**config.mk**
```make
export PLATFORM = sky130hd
export DESIGN_NAME = dual_serial_register_access_port
export DESIGN_NICKNAME = d
export VERILOG_FILES = /design/src/verilog/dsrap_pkg.sv /design/src/verilog/pin_sync.sv /design/src/verilog/dual_serial_register_access_port.sv
export VERILOG_INCLUDE_DIRS = /design/src /design/src/verilog
export SDC_FILE = /design/constraint.sdc
export NUM_CORES = 1
export LEC_CHECK = 0
export ABC_CLOCK_PERIOD_IN_PS = 3000
export BUFFER_PORTS_ARGS = -buffer_cell sky130_fd_sc_hd__buf_4
export CAP_MARGIN = 15
export CORE_ASPECT_RATIO = 0.5
export CORE_MARGIN = 1.5
export CORE_UTILIZATION = 61
export CTS_CLUSTER_DIAMETER = 100
export CTS_CLUSTER_SIZE = 40
export DETAILED_ROUTE_END_ITERATION = 7
export GPL_TIMING_DRIVEN = 0
export PLACE_DENSITY = 0.76
export SLEW_MARGIN = 20
export SYNTH_ARGS = -nofsm -noshare
export SYNTH_HDL_FRONTEND = slang
export SYNTH_SLANG_ARGS = --single-unit
```
**constraint.sdc**
```tcl
create_clock -name sys_clk -period 3 [get_ports sys_clk]
set_input_delay 0.3 -clock sys_clk [delete_from_list [all_inputs] [get_ports sys_clk]]
set_output_delay 0.3 -clock sys_clk [all_outputs]
set_load 0.01 [all_outputs]
```
**src/verilog/dsrap_defs.svh**
```systemverilog
// Constants of the dual serial register access port.
// What this block does
// Both serial ports run only from host serial clock edges, no internal bit clock.
// Accesses are accepted only after power-on reset release, about 2 to 6 us.
// Register addresses are 15 bits; one address is reserved for FIFO reads.
// Address advances by one per further word in the same access, reads and writes.
// No address advance at the FIFO address, the one below it, or 0x277.
// Each read at the FIFO address returns the next FIFO byte.
// SPI starts with a two-byte header of address and direction, then 16-bit words.
// SPI writes commit only complete 16-bit words before chip select rises.
// Further SPI write words while selected go to following registers.
// SPI read data leaves MSB first, continuing to following registers.
// Host reads the FIFO bytewise; device never needs whole words there.
// I2C side is slave only and drives data open drain in its own bit times.
// First register address bit selects 7-bit (0) or 15-bit (1) address.
// Host uses short addresses only for registers at 0x007F or below.
// Device acknowledges slave address, register address and every written byte.
// I2C writes commit after both bytes before stop, then the address advances.
// I2C read: address write, restart with read, device acks and sends bytes.
// Repeated I2C data bytes follow the same address advance rules.
// SPI header holds the address in bits 15..1 and write-high in bit 0.
`ifndef DSRAP_DEFS_SVH
`define DSRAP_DEFS_SVH

`define ADDR_W         15
`define DATA_W         16
`define FIFO_ADDR      15'h0030
`define LAST_ADDR      15'h0277
`define I2C_DEV_ADDR   7'h24
`define SPI_WR_BIT     0
`define CLK_PERIOD_NS  5
`define POR_MIN_NS     2000
`define POR_CYCLES     ((`POR_MIN_NS + `CLK_PERIOD_NS - 1) / `CLK_PERIOD_NS)
`define POR_CNT_W      9
`define SYNC_W         5
`define SYNC_INIT      5'h1e
`define SY_SCLK        0
`define SY_CS          1
`define SY_MOSI        2
`define SY_SCL         3
`define SY_SDA         4

`endif

```
**src/verilog/dsrap_pkg.sv**
```systemverilog
// State types of the dual serial register access port.
`default_nettype none
package dsrap_pkg;
    typedef enum logic [1:0] {S_HDR, S_WR, S_RD} spi_st_e;
    typedef enum logic [2:0] {I_IDLE, I_DEV, I_REG_HI, I_REG_LO, I_WR, I_RD, I_WAIT} i2c_st_e;
endpackage
`default_nettype wire

```
**src/verilog/pin_sync.sv**
```systemverilog
// Two-flop synchroniser with a third stage for edge detection.
`timescale 1ns/100ps
`default_nettype none
module pin_sync #(
    parameter int           W    = 1,
    parameter logic [W-1:0] INIT = '0
) (
    input  wire logic         clk,   // System clock.
    input  wire logic         rst_b, // Asynchronous reset, active low.
    input  wire logic [W-1:0] d,     // Asynchronous inputs.
    output logic      [W-1:0] q,     // Synchronised levels.
    output logic      [W-1:0] q_d    // Synchronised levels one cycle older.
);
    logic [W-1:0] meta_r;

    // Each bit passes two flops; the first is read only by the second.
    for (genvar i = 0; i < W; i++) begin : g_bit
        always_ff @(posedge clk or negedge rst_b) begin
            if (!rst_b) begin
                meta_r[i] <= INIT[i];
                q[i]      <= INIT[i];
                q_d[i]    <= INIT[i];
            end else begin
                meta_r[i] <= d[i];
                q[i]      <= meta_r[i];
                q_d[i]    <= q[i];
            end
        end
    end
endmodule
`default_nettype wire

```
**src/verilog/dual_serial_register_access_port.sv**
```systemverilog
// SPI and I2C slave ports giving a host access to 16-bit registers.
`timescale 1ns/100ps
`default_nettype none
`include "dsrap_defs.svh"
module dual_serial_register_access_port (
    input  wire logic                 sys_clk,   // System clock, 200 MHz.
    input  wire logic                 rst_b,     // Asynchronous reset, active low.
    input  wire logic                 sclk,      // SPI serial clock pin.
    input  wire logic                 spi_cs_b,  // SPI chip select pin, active low.
    input  wire logic                 mosi,      // SPI data from host.
    output logic                      miso,      // SPI data to host.
    output logic                      miso_oe,   // High while selected.
    input  wire logic                 scl,       // I2C clock pin.
    input  wire logic                 sda_in,    // I2C data pin level.
    output logic                      sda_out,   // I2C data drive value, always low.
    output logic                      sda_oe,    // High while pulling data low.
    output logic [`ADDR_W-1:0]        reg_addr,  // Register address.
    output logic [`DATA_W-1:0]        reg_wdata, // Register write data.
    output logic                      reg_wr,    // Write strobe.
    output logic                      reg_rd,    // Read strobe; pops FIFO at its address.
    input  wire logic [`DATA_W-1:0]   reg_rdata  // Read data, valid the cycle after reg_rd.
);
    logic [`SYNC_W-1:0]    sq;
    logic [`SYNC_W-1:0]    sqd;
    logic [`POR_CNT_W-1:0] por_cnt_r;
    logic                  por_done_r;
    dsrap_pkg::spi_st_e    spi_st_r;
    logic [3:0]            spi_cnt_r;
    logic [15:0]           spi_sh_r;
    logic [14:0]           spi_addr_r;
    logic [15:0]           spi_tx_r;
    logic [1:0]            spi_load_r;
    logic                  miso_r;
    logic                  miso_oe_r;
    dsrap_pkg::i2c_st_e    i2c_st_r;
    logic [3:0]            i_cnt_r;
    logic [7:0]            i_sh_r;
    logic                  i_ackph_r;
    logic [14:0]           i_addr_r;
    logic [7:0]            i_hi_r;
    logic                  i_have_hi_r;
    logic                  i_first_r;
    logic                  i_second_r;
    logic                  i_mack_r;
    logic [7:0]            i_tx_r;
    logic [15:0]           i_word_r;
    logic [1:0]            i_load_r;
    logic                  sda_oe_r;
    logic [14:0]           reg_addr_r;
    logic [15:0]           reg_wdata_r;
    logic                  reg_wr_r;
    logic                  reg_rd_r;

    // Address advance, held at the FIFO, just below it and at the last address.
    function automatic logic [14:0] next_addr(input logic [14:0] a);
        if (a == `FIFO_ADDR || a == `FIFO_ADDR - 15'h1 || a == `LAST_ADDR) begin
            return a;
        end
        return a + 15'h1;
    endfunction

    // All pins are asynchronous and pass two flops before use.
    pin_sync #(.W(`SYNC_W), .INIT(`SYNC_INIT)) u_sync (
        .clk   (sys_clk),
        .rst_b (rst_b),
        .d     ({sda_in, scl, mosi, spi_cs_b, sclk}),
        .q     (sq),
        .q_d   (sqd)
    );

    // Edges of the host clocks drive all bit activity.
    wire sclk_rise = sq[`SY_SCLK] & ~sqd[`SY_SCLK];
    wire sclk_fall = ~sq[`SY_SCLK] & sqd[`SY_SCLK];
    wire cs_act    = ~sq[`SY_CS];
    wire mosi_s    = sq[`SY_MOSI];
    wire scl_rise  = sq[`SY_SCL] & ~sqd[`SY_SCL];
    wire scl_fall  = ~sq[`SY_SCL] & sqd[`SY_SCL];
    wire scl_high  = sq[`SY_SCL] & sqd[`SY_SCL];
    wire sda_s     = sq[`SY_SDA];
    wire i2c_start = por_done_r & scl_high & ~sq[`SY_SDA] & sqd[`SY_SDA];
    wire i2c_stop  = por_done_r & scl_high & sq[`SY_SDA] & ~sqd[`SY_SDA];

    // Power-on hold-off: the ports stay deaf until the count has run.
    always_ff @(posedge sys_clk or negedge rst_b) begin
        if (!rst_b) begin
            por_cnt_r  <= '0;
            por_done_r <= 1'b0;
        end else if (!por_done_r) begin
            if (por_cnt_r == `POR_CNT_W'(`POR_CYCLES - 1)) begin
                por_done_r <= 1'b1;
            end else begin
                por_cnt_r <= por_cnt_r + `POR_CNT_W'(1);
            end
        end
    end

    // SPI word framing: header, then 16-bit words, FIFO reads 8 bits.
    wire        spi_bit     = por_done_r & cs_act & sclk_rise;
    wire [15:0] spi_word_in = {spi_sh_r[14:0], mosi_s};
    wire        spi_fifo    = (spi_addr_r == `FIFO_ADDR);
    wire [3:0]  spi_last    = (spi_st_r == dsrap_pkg::S_RD && spi_fifo) ? 4'h7 : 4'hf;
    wire        spi_end     = spi_bit & (spi_cnt_r == spi_last);
    wire        spi_hdr_go  = spi_end & (spi_st_r == dsrap_pkg::S_HDR);
    wire        spi_wr_go   = spi_end & (spi_st_r == dsrap_pkg::S_WR);
    wire        spi_rd_adv  = spi_end & (spi_st_r == dsrap_pkg::S_RD);
    wire        spi_rd_req  = (spi_hdr_go & ~spi_word_in[`SPI_WR_BIT]) | spi_rd_adv;
    wire [14:0] spi_rd_addr = spi_hdr_go ? spi_word_in[15:1] : next_addr(spi_addr_r);

    // SPI receive side; releasing chip select drops any partial word.
    always_ff @(posedge sys_clk or negedge rst_b) begin
        if (!rst_b) begin
            spi_st_r   <= dsrap_pkg::S_HDR;
            spi_cnt_r  <= '0;
            spi_sh_r   <= '0;
            spi_addr_r <= '0;
        end else if (!cs_act) begin
            spi_st_r  <= dsrap_pkg::S_HDR;
            spi_cnt_r <= '0;
        end else if (spi_bit) begin
            spi_sh_r  <= spi_word_in;
            spi_cnt_r <= spi_end ? 4'h0 : spi_cnt_r + 4'h1;
            if (spi_hdr_go) begin
                spi_addr_r <= spi_word_in[15:1];
                spi_st_r   <= spi_word_in[`SPI_WR_BIT] ? dsrap_pkg::S_WR : dsrap_pkg::S_RD;
            end else if (spi_wr_go || spi_rd_adv) begin
                spi_addr_r <= next_addr(spi_addr_r);
            end
        end
    end

    // SPI transmit side: read data arrives the cycle after the strobe, so it is loaded two cycles
    // after the request; each fall then presents the top bit and shifts, so the MSB is not skipped.
    always_ff @(posedge sys_clk or negedge rst_b) begin
        if (!rst_b) begin
            spi_load_r <= 2'h0;
            spi_tx_r   <= '0;
            miso_r     <= 1'b0;
            miso_oe_r  <= 1'b0;
        end else begin
            spi_load_r <= {spi_load_r[0], spi_rd_req};
            miso_oe_r  <= cs_act;
            if (spi_load_r[1]) begin
                spi_tx_r <= spi_fifo ? {reg_rdata[7:0], 8'h00} : reg_rdata;
                miso_r   <= spi_fifo ? reg_rdata[7] : reg_rdata[15];
            end else if (cs_act && sclk_fall && spi_st_r == dsrap_pkg::S_RD) begin
                spi_tx_r <= {spi_tx_r[14:0], 1'b0};
                miso_r   <= spi_tx_r[15];
            end
        end
    end

    // I2C byte framing: eight data bits, then one acknowledge bit.
    wire        i_live      = (i2c_st_r != dsrap_pkg::I_IDLE) && (i2c_st_r != dsrap_pkg::I_WAIT);
    wire        i_rise      = por_done_r & i_live & scl_rise;
    wire        i_fall      = por_done_r & i_live & scl_fall;
    wire        i_byte_end  = i_fall & ~i_ackph_r & (i_cnt_r == 4'h8);
    wire        i_ack_end   = i_fall & i_ackph_r;
    wire        i_match     = (i_sh_r[7:1] == `I2C_DEV_ADDR);
    wire        i_fifo      = (i_addr_r == `FIFO_ADDR);
    wire        i_rcv_state = (i2c_st_r == dsrap_pkg::I_REG_HI) || (i2c_st_r == dsrap_pkg::I_REG_LO)
                              || (i2c_st_r == dsrap_pkg::I_WR);
    wire        i_ack_drive = i_byte_end & (((i2c_st_r == dsrap_pkg::I_DEV) & i_match) | i_rcv_state);
    wire        i_wr_go     = i_byte_end & (i2c_st_r == dsrap_pkg::I_WR) & i_have_hi_r;
    wire        i_rd_first  = i_byte_end & (i2c_st_r == dsrap_pkg::I_DEV) & i_match & i_sh_r[0];
    wire        i_rd_adv    = i_rise & i_ackph_r & ~i_first_r & (i2c_st_r == dsrap_pkg::I_RD)
                              & ~sda_s & (i_fifo | i_second_r);
    wire        i_rd_req    = i_rd_first | i_rd_adv;
    wire [14:0] i_rd_addr   = i_rd_first ? i_addr_r : next_addr(i_addr_r);
    wire        i_next_lo   = ~i_first_r & ~i_second_r & ~i_fifo;
    wire [7:0]  i_sel_byte  = (i_next_lo | i_fifo) ? i_word_r[7:0] : i_word_r[15:8];

    // I2C slave protocol engine; a restart keeps the register address.
    always_ff @(posedge sys_clk or negedge rst_b) begin
        if (!rst_b) begin
            i2c_st_r    <= dsrap_pkg::I_IDLE;
            i_cnt_r     <= '0;
            i_sh_r      <= '0;
            i_ackph_r   <= 1'b0;
            i_addr_r    <= '0;
            i_hi_r      <= '0;
            i_have_hi_r <= 1'b0;
            i_first_r   <= 1'b0;
            i_second_r  <= 1'b0;
            i_mack_r    <= 1'b0;
        end else if (i2c_start || i2c_stop) begin
            i2c_st_r    <= i2c_start ? dsrap_pkg::I_DEV : dsrap_pkg::I_IDLE;
            i_cnt_r     <= '0;
            i_ackph_r   <= 1'b0;
            i_have_hi_r <= 1'b0;
            i_first_r   <= 1'b0;
            i_second_r  <= 1'b0;
        end else begin
            if (i_rise && !i_ackph_r && i_cnt_r != 4'h8) begin
                i_sh_r  <= {i_sh_r[6:0], sda_s};
                i_cnt_r <= i_cnt_r + 4'h1;
            end
            if (i_rise && i_ackph_r) begin
                i_mack_r <= ~sda_s;
            end
            if (i_rd_adv) begin
                i_addr_r <= next_addr(i_addr_r);
            end
            if (i_byte_end) begin
                i_ackph_r <= 1'b1;
                unique case (i2c_st_r)
                    dsrap_pkg::I_DEV: begin
                        i2c_st_r  <= !i_match ? dsrap_pkg::I_WAIT
                                   : (i_sh_r[0] ? dsrap_pkg::I_RD : dsrap_pkg::I_REG_HI);
                        i_first_r <= i_match & i_sh_r[0];
                    end
                    dsrap_pkg::I_REG_HI: begin
                        if (i_sh_r[7]) begin
                            i_addr_r[14:8] <= i_sh_r[6:0];
                            i2c_st_r       <= dsrap_pkg::I_REG_LO;
                        end else begin
                            i_addr_r <= {8'h00, i_sh_r[6:0]};
                            i2c_st_r <= dsrap_pkg::I_WR;
                        end
                    end
                    dsrap_pkg::I_REG_LO: begin
                        i_addr_r[7:0] <= i_sh_r;
                        i2c_st_r      <= dsrap_pkg::I_WR;
                    end
                    dsrap_pkg::I_WR: begin
                        i_hi_r      <= i_sh_r;
                        i_have_hi_r <= ~i_have_hi_r;
                        if (i_have_hi_r) begin
                            i_addr_r <= next_addr(i_addr_r);
                        end
                    end
                    dsrap_pkg::I_RD: begin
                        i_have_hi_r <= 1'b0;
                    end
                    default: begin
                        i2c_st_r <= dsrap_pkg::I_WAIT;
                    end
                endcase
            end
            if (i_ack_end) begin
                i_ackph_r <= 1'b0;
                i_cnt_r   <= '0;
                i_first_r <= 1'b0;
                if (i2c_st_r == dsrap_pkg::I_RD) begin
                    i_second_r <= i_next_lo;
                    if (!i_first_r && !i_mack_r) begin
                        i2c_st_r <= dsrap_pkg::I_WAIT;
                    end
                end
            end
        end
    end

    // I2C data drive: acknowledges and read bits, open drain low only.
    always_ff @(posedge sys_clk or negedge rst_b) begin
        if (!rst_b) begin
            sda_oe_r <= 1'b0;
            i_tx_r   <= '0;
            i_load_r <= 2'h0;
            i_word_r <= '0;
        end else begin
            i_load_r <= {i_load_r[0], i_rd_req}; // Read data stands the cycle after the strobe.
            if (i_load_r[1]) begin
                i_word_r <= reg_rdata;
            end
            if (i2c_start || i2c_stop) begin
                sda_oe_r <= 1'b0;
            end else if (i_byte_end) begin
                sda_oe_r <= i_ack_drive;
            end else if (i_ack_end) begin
                if (i2c_st_r == dsrap_pkg::I_RD && (i_first_r || i_mack_r)) begin
                    i_tx_r   <= i_sel_byte;
                    sda_oe_r <= ~i_sel_byte[7];
                end else begin
                    sda_oe_r <= 1'b0;
                end
            end else if (i_fall && !i_ackph_r && i2c_st_r == dsrap_pkg::I_RD) begin
                i_tx_r   <= {i_tx_r[6:0], 1'b0};
                sda_oe_r <= ~i_tx_r[6];
            end
        end
    end

    // Shared register strobes; a write wins over a read, and SPI wins if both ports ask for the same kind at once.
    always_ff @(posedge sys_clk or negedge rst_b) begin
        if (!rst_b) begin
            reg_addr_r  <= '0;
            reg_wdata_r <= '0;
            reg_wr_r    <= 1'b0;
            reg_rd_r    <= 1'b0;
        end else begin
            reg_wr_r <= spi_wr_go | i_wr_go;
            reg_rd_r <= spi_rd_req | i_rd_req;
            if (spi_wr_go) begin
                reg_addr_r  <= spi_addr_r;
                reg_wdata_r <= spi_word_in;
            end else if (i_wr_go) begin
                reg_addr_r  <= i_addr_r;
                reg_wdata_r <= {i_hi_r, i_sh_r};
            end else if (spi_rd_req) begin
                reg_addr_r <= spi_rd_addr;
            end else if (i_rd_req) begin
                reg_addr_r <= i_rd_addr;
            end
        end
    end

    assign miso      = miso_r;
    assign miso_oe   = miso_oe_r;
    assign sda_out   = 1'b0;
    assign sda_oe    = sda_oe_r;
    assign reg_addr  = reg_addr_r;
    assign reg_wdata = reg_wdata_r;
    assign reg_wr    = reg_wr_r;
    assign reg_rd    = reg_rd_r;
endmodule
`default_nettype wire

```
# [Word-level counts from Yosys, hierarchy flattened]
# Index checks and enable logic that the tools add are counted.
[totals] regBits=181 input_bits=23 out_inout_bits=37 wordCells=269
[classes] addsub=5 n_eq_ne=20 muxes=87 n_bitwise=64 reduce_logical=52
[op_table] cell="15-bit 2-to-1 mux" count=18
[op_table] cell="16-bit 2-to-1 mux" count=5
[op_table] cell="15-bit by 6-bit equality test with 1-bit output, second input constant" count=4
[op_table] cell="1-bit bitwise AND" count=38
[op_table] cell="1-bit 2-to-1 mux" count=35
[op_table] cell="15-bit by 1-bit adder with 15-bit output, second input constant" count=2
[op_table] cell="15-bit by 10-bit equality test with 1-bit output, second input constant" count=2
[op_table] cell="4-bit 2-to-1 mux" count=7
[op_table] cell="7-bit 2-to-1 mux" count=4
[op_table] cell="3-bit 2-to-1 mux" count=8
[op_table] cell="8-bit case mux with 3 select lines" count=1
[op_table] cell="1-bit inverter" count=19
[op_table] cell="2-bit nonzero test" count=9
[op_table] cell="8-bit 2-to-1 mux" count=2
[op_table] cell="2-bit AND reduction" count=8
[op_table] cell="3-bit nonzero test" count=5
[op_table] cell="7-bit case mux with 2 select lines" count=1
[op_table] cell="3-bit case mux with 4 select lines" count=1
[op_table] cell="1-bit logical AND" count=11
[op_table] cell="9-bit by 1-bit adder with 9-bit output, second input constant" count=1
[op_table] cell="9-bit equality test, second input constant" count=1
[op_table] cell="1-bit logical OR" count=9
[op_table] cell="4-bit by 1-bit adder with 4-bit output, second input constant" count=2
[op_table] cell="2-bit 2-to-1 mux" count=4
[op_table] cell="19 further kinds" count=31

# [Logic depth before layout (Yosys ltp)]
[depth] depth_word=16 depth_mapped=12 mapped_depth_nobuf=11

# [By module]
# Synthesis repeated with hierarchy kept, for this count alone.
[hier_totals] cells_unflattened=1050 area_unflattened_um2=9763.1
[modules_own_cells] module="dual_serial_register_access_port" instances=1 cells_each=1035 area_each_um2=9372.7 seq_area_each_um2=4204.0
[modules_own_cells] module="pin_sync" instances=1 cells_each=15 area_each_um2=390.4 seq_area_each_um2=390.4

# [Worst setup path before layout]
# Ideal clock, no wire load.
[synth_path] path_type="register to register" startpoint="register spi_addr_r[7]" endpoint="register reg_addr_r[5], in the netlist reg_addr[5]" setup_time_ns=0.122 t_arrival_ns=2.425 required_ns=2.878 setup_slack_ns=0.454 path_stages_with_launch=12 path_buffers=2 synth_period_minus_slack_ns=2.546 path_cell_list="dfrtp_1 -> clkbuf_1 -> nor4b_2 -> nand4_1 -> xor2_1 -> o22ai_2 -> nand2_4 -> clkinv_2 -> or4_1 -> buf_2 -> nor2_1 -> a21oi_2"
[synth_via] elab_chain_len=11 elab_cells_between_ends=21 classes_between="eq/ne (4); mux (7); bitwise (6); reduce/logical (4)"
[synth_rtl] item="start: declaration" line="dual_serial_register_access_port.sv:30" source="logic [14:0] spi_addr_r;"
[synth_rtl] item="start signal: assignment" line="dual_serial_register_access_port.sv:123" source="spi_addr_r <= spi_word_in[15:1];"
[synth_rtl] item="start signal: assignment" line="dual_serial_register_access_port.sv:126" source="spi_addr_r <= next_addr(spi_addr_r);"
[synth_rtl] item="15-bit by 6-bit equality test with 1-bit output (no line)"
[synth_rtl] item="1-bit logical AND" line="dual_serial_register_access_port.sv:101" source="wire [3:0] spi_last = (spi_st_r == dsrap_pkg::S_RD && spi_fifo) ? 4'h7 : 4'hf;"
[synth_rtl] item="4-bit 2-to-1 mux" line="dual_serial_register_access_port.sv:101"
[synth_rtl] item="4-bit equality test" line="dual_serial_register_access_port.sv:102" source="wire spi_end = spi_bit & (spi_cnt_r == spi_last);"
[synth_rtl] item="1-bit bitwise AND" line="dual_serial_register_access_port.sv:102"
[synth_rtl] item="1-bit bitwise AND" line="dual_serial_register_access_port.sv:103" source="wire spi_hdr_go = spi_end & (spi_st_r == dsrap_pkg::S_HDR);"
[synth_rtl] item="1-bit bitwise AND" line="dual_serial_register_access_port.sv:106" source="wire spi_rd_req = (spi_hdr_go & ~spi_word_in[`SPI_WR_BIT]) | spi_rd_adv;"
[synth_rtl] item="1-bit OR" line="dual_serial_register_access_port.sv:106"
[synth_rtl] item="15-bit 2-to-1 mux" line="dual_serial_register_access_port.sv:299" source="end else if (spi_rd_req) begin"
[synth_rtl] item="15-bit 2-to-1 mux" line="dual_serial_register_access_port.sv:296" source="end else if (i_wr_go) begin"
[synth_rtl] item="15-bit 2-to-1 mux" line="dual_serial_register_access_port.sv:293" source="if (spi_wr_go) begin"
[synth_rtl] item="end signal: assignment" line="dual_serial_register_access_port.sv:294" source="reg_addr_r <= spi_addr_r;"
[synth_rtl] item="end signal: assignment" line="dual_serial_register_access_port.sv:297" source="reg_addr_r <= i_addr_r;"
[synth_rtl] item="end signal: assignment" line="dual_serial_register_access_port.sv:300" source="reg_addr_r <= spi_rd_addr;"
[synth_rtl] item="end: declaration" line="dual_serial_register_access_port.sv:49" source="logic [14:0] reg_addr_r;"
# Several ways; a longest one is shown, not always the timed one.
# A chain may end at the register's enable or synchronous reset.

# [Worst setup path after layout]
[layout_path] startpoint="register u_sync.q[1]" endpoint="register reg_addr_r[9], in the netlist reg_addr[9]"
[layout_via] elab_chain_len=10 elab_cells_between_ends=14 classes_between="mux (4); bitwise (9); reduce/logical (1)"
[layout_rtl] item="start: declaration" line="pin_sync.sv:11" source="output logic [W-1:0] q,"
[layout_rtl] item="start signal: indexed assignment" line="pin_sync.sv:21" source="q[i] <= INIT[i];"
[layout_rtl] item="start signal: indexed assignment" line="pin_sync.sv:25" source="q[i] <= meta_r[i];"
[layout_rtl] item="1-bit inverter (no line) *"
[layout_rtl] item="1-bit bitwise AND * (2 in series)" line="dual_serial_register_access_port.sv:98" source="wire spi_bit = por_done_r & cs_act & sclk_rise;"
[layout_rtl] item="1-bit bitwise AND *" line="dual_serial_register_access_port.sv:102"
[layout_rtl] item="1-bit bitwise AND" line="dual_serial_register_access_port.sv:103"
[layout_rtl] item="1-bit bitwise AND" line="dual_serial_register_access_port.sv:106"
[layout_rtl] item="1-bit OR" line="dual_serial_register_access_port.sv:106"
[layout_rtl] item="15-bit 2-to-1 mux" line="dual_serial_register_access_port.sv:299"
[layout_rtl] item="15-bit 2-to-1 mux" line="dual_serial_register_access_port.sv:296"
[layout_rtl] item="15-bit 2-to-1 mux" line="dual_serial_register_access_port.sv:293"
# Every way passes the cells marked *; elsewhere a longest branch is shown, timed or not.

==> metrics.cfg <==
[critical_path]
worstRegToRegCells=10
arrival_ns=3.25
crit_path_end_kind=flip-flop
crit_type=reg2reg
crit_fanout=10
crit_path_start_kind=flip-flop
r2r_start=u_sync.q[1]
r2r-end=reg_addr[9]
required_ns=3.32
rrSetupSlack_ns=0.07
crit_start=u_sync.q[1]

[detailed_routing]
drt_iter0_markers=989
wire_per_inst_um=19.6
via_per_inst=6.32
drc=0
firstDrtPassIters=6
vias=8886
wl_um=27600
ant_nets=0

[sta]
fmax_ghz=0.342
tns_ns=0
finalClockSkew_ns=0.0112
worst_slew_pin_slew_ns=0.780
slew_headroom_pct=48.0
hold_viol_final=0
timing.final.crit_share_pct=97.6
slew_violations=0
fin_crit_ns=2.93
setup-violations-final=0

[flow_run]
cap_violations=0

[placed_design]
gp_congestion=0.904
port-buffer-count=58
placed_area_um2=10600
dp_cells=1362
dpl.hpwl_um=19700

[synth]
synth_edf_count=0
async_flop_share_pct=100
syn-instance-count=1099
ys_seq_elements=181
synth_area_um2=9830
synth_nets=1130
ys_seq_area_share_pct=46.2
yosysWarnings=0
synth_cell_types=78
ys.flop_type=dfrtp_1
avgSynthCellArea_um2=8.95

[global_route]
grt_start_max_net_pins=98
antenna_found_initial=0
grt_pass1_wl_um=44000
grt_overflow_total=0
grt_pass1_vias=8357
grtUsageTotal_pct=33.8

[die]
die_y_um=92.8
io-pin-count=60
die_w_um=183
core_um2=15600
start_util_pct=63.1
dieArea_um2=16900
rows=32

[layout]
fin_cells=1407
layout.nets=1221
diodes=0
areaGrowthSynthToFinish_pct=15.4
drive_above_1_share_pct=15.8
stdcell_area_um2=11300
fillCellCount=1168

[power_and_ir_drop]
ir_worst_vdd_uv=419
p_leak_uw=0.00526
power_uw=4810
p_per_area_nw_per_um2=424

[worst_hold_path]
min_to=i_word_r[12]
hp-start=reg_rdata[12]
min_path_cells=2
hp-class=in2reg

[clock_tree]
cts_root_buffer=clkbuf_16
cts.sinks=181
worstSkewPairLatency_ns=0.44
cts_tree=built
cts_buffers=17
cts_max_level=4
cts_buffer_depth=2
clk_pin_slew_ns=0.08

[run_status]
status=finished clean

## worst max-delay path, cell delays in order (launching register included)
cell	delay, ns
dfstp_2	0.37
buf_6	0.12
nand4bb_4	0.18
buf_6	0.16
or4_1	0.53
buf_2	0.23
clkbuf_1	0.35
o21ai_2	0.38
a21oi_1	0.12
o221ai_1	0.23
a21oi_1	0.11
## cells by family (layout without fill, tap and decap cells)
kind of cell,after synthesis,after routing,synth area share [%]
and+or+nand+nor,442,442,21.4
AOI/OAI and AO/OA,260,260,16.2
DFF,181,181,46.2
buffers and inverters,97,201,4.29
muxes,64,64,6.78
xor gates and xnor gates,46,46,4.10
adders and majority gates,8,8,1.02
other,1,1,0.0381
## timing repair
item                                    4_1_cts  5_1_grt
buffers inserted                              5        6
resized for setup                             2       19
hold endpoints to repair                     85        0
endpoints found under the setup margin       13       36
gates cloned                                  0        0
pin swaps                                     2        3
hold buffers                                  6        0
## power by group
group / internal [uW] / leakage, uW / switching, uW
sequential: 2450 / 0.00239 / 9.55
clock: 1190 / 0.000285 / 1060
combinational: 36.9 / 0.00259 / 65.9
total: 3680 / 0.00526 / 1130
## registers in the layout (all words and copies together) (netlist names), 7 cells and up
register    count
i_addr_r       15
i_hi_r          8
i_sh_r          8
i_tx_r          7
i_word_r       16
por_cnt_r       9
reg_addr       15
reg_wdata      16
spi_addr_r     15
spi_sh_r       15
spi_tx_r       16
## stage by stage
stage / setup slack, ns / hold slack [ns] / util, %
after global placement: -0.148 / 0.332 / 67.6
after detailed placement: -0.160 / 0.336 / 67.8
final: 0.0724 / 0.107 / 72.8
after floorplan: 0.454 / 0.00441 / -
after global routing: -0.00734 / 0.0927 / 72.8
after CTS: 0.0160 / 0.0983 / 72.1
## metal layers
layer  share of wire [%]  global-route usage [%]
met1                  45                    47.5
met2                  45                    51.3
met3                 8.9                    9.12
met4                 1.6                    9.99
met5                   0                       0
## Yosys cell counts, drive strengths merged, types with 3 or more instances
master	count	area (um2)
nand3b	4	30.0
inv	20	75.1
o22ai	5	37.5
ha	8	100
mux2	21	236
dfstp	10	263
nand4b	4	35.0
nor2b	10	62.6
nor2	82	315
a211o	5	43.8
nand2b	6	37.5
buf	24	145
mux2i	43	430
nand3	31	160
a22oi	3	22.5
or4	4	30.0
nor4b	5	56.3
a22o	3	26.3
o21a	3	22.5
a32oi	3	26.3
xor2	19	166
o221ai	7	61.3
a21oi	73	373
and4	5	43.8
nor4	10	68.8
xnor2	27	236
a211oi	8	72.6
or3	5	31.3
nand4	9	56.3
a311oi	5	43.8
a31oi	16	100
a221oi	5	43.8
and4b	4	40.0
o31ai	7	57.6
dfrtp	171	4280
clkbuf	52	196
a21o	4	31.3
nand2	214	811
o211ai	7	57.6
and3	14	87.6
nor3	27	151
o21ai	96	484
## area by class of cell
| class | count | area (um2) | area share, % |
|---|---|---|---|
| flip-flops and latches | 181 | 4540 | 40.1 |
| clock buffers | 18 | 429 | 3.78 |
| plain buffers | 72 | 329 | 2.90 |
| repair buffers | 76 | 613 | 5.40 |
| inverters | 21 | 80.1 | 0.706 |
| well taps | 204 | 255 | 2.25 |
| clock inverters | 14 | 153 | 1.35 |
| multi-input cells | 821 | 4940 | 43.6 |
## how the worst max path moves through the flow
stage	slack [ns]	to
4_1_cts	0.02	reg_addr[9]
5_1_grt	-0.007	reg_addr[13]
3_5_place_dp	-0.16	reg_addr[9]
2_1_floorplan	0.45	reg_addr[5]
3_3_place_gp	-0.15	reg_addr[9]
6_report	0.07	reg_addr[9]
## layout by cell type, fill, tap and decap left out, types with 21 or more instances in the layout
master / n
mux2_2: 21
dfrtp_1: 170
nand2_1: 213
buf_4: 70
a21oi_1: 70
xnor2_1: 27
nand3_1: 29
mux2i_1: 42
nor2_1: 79
clkbuf_1: 47
o21ai_0: 89
nor3_1: 23
No activity file was read; power rests on OpenSTA's default activity.
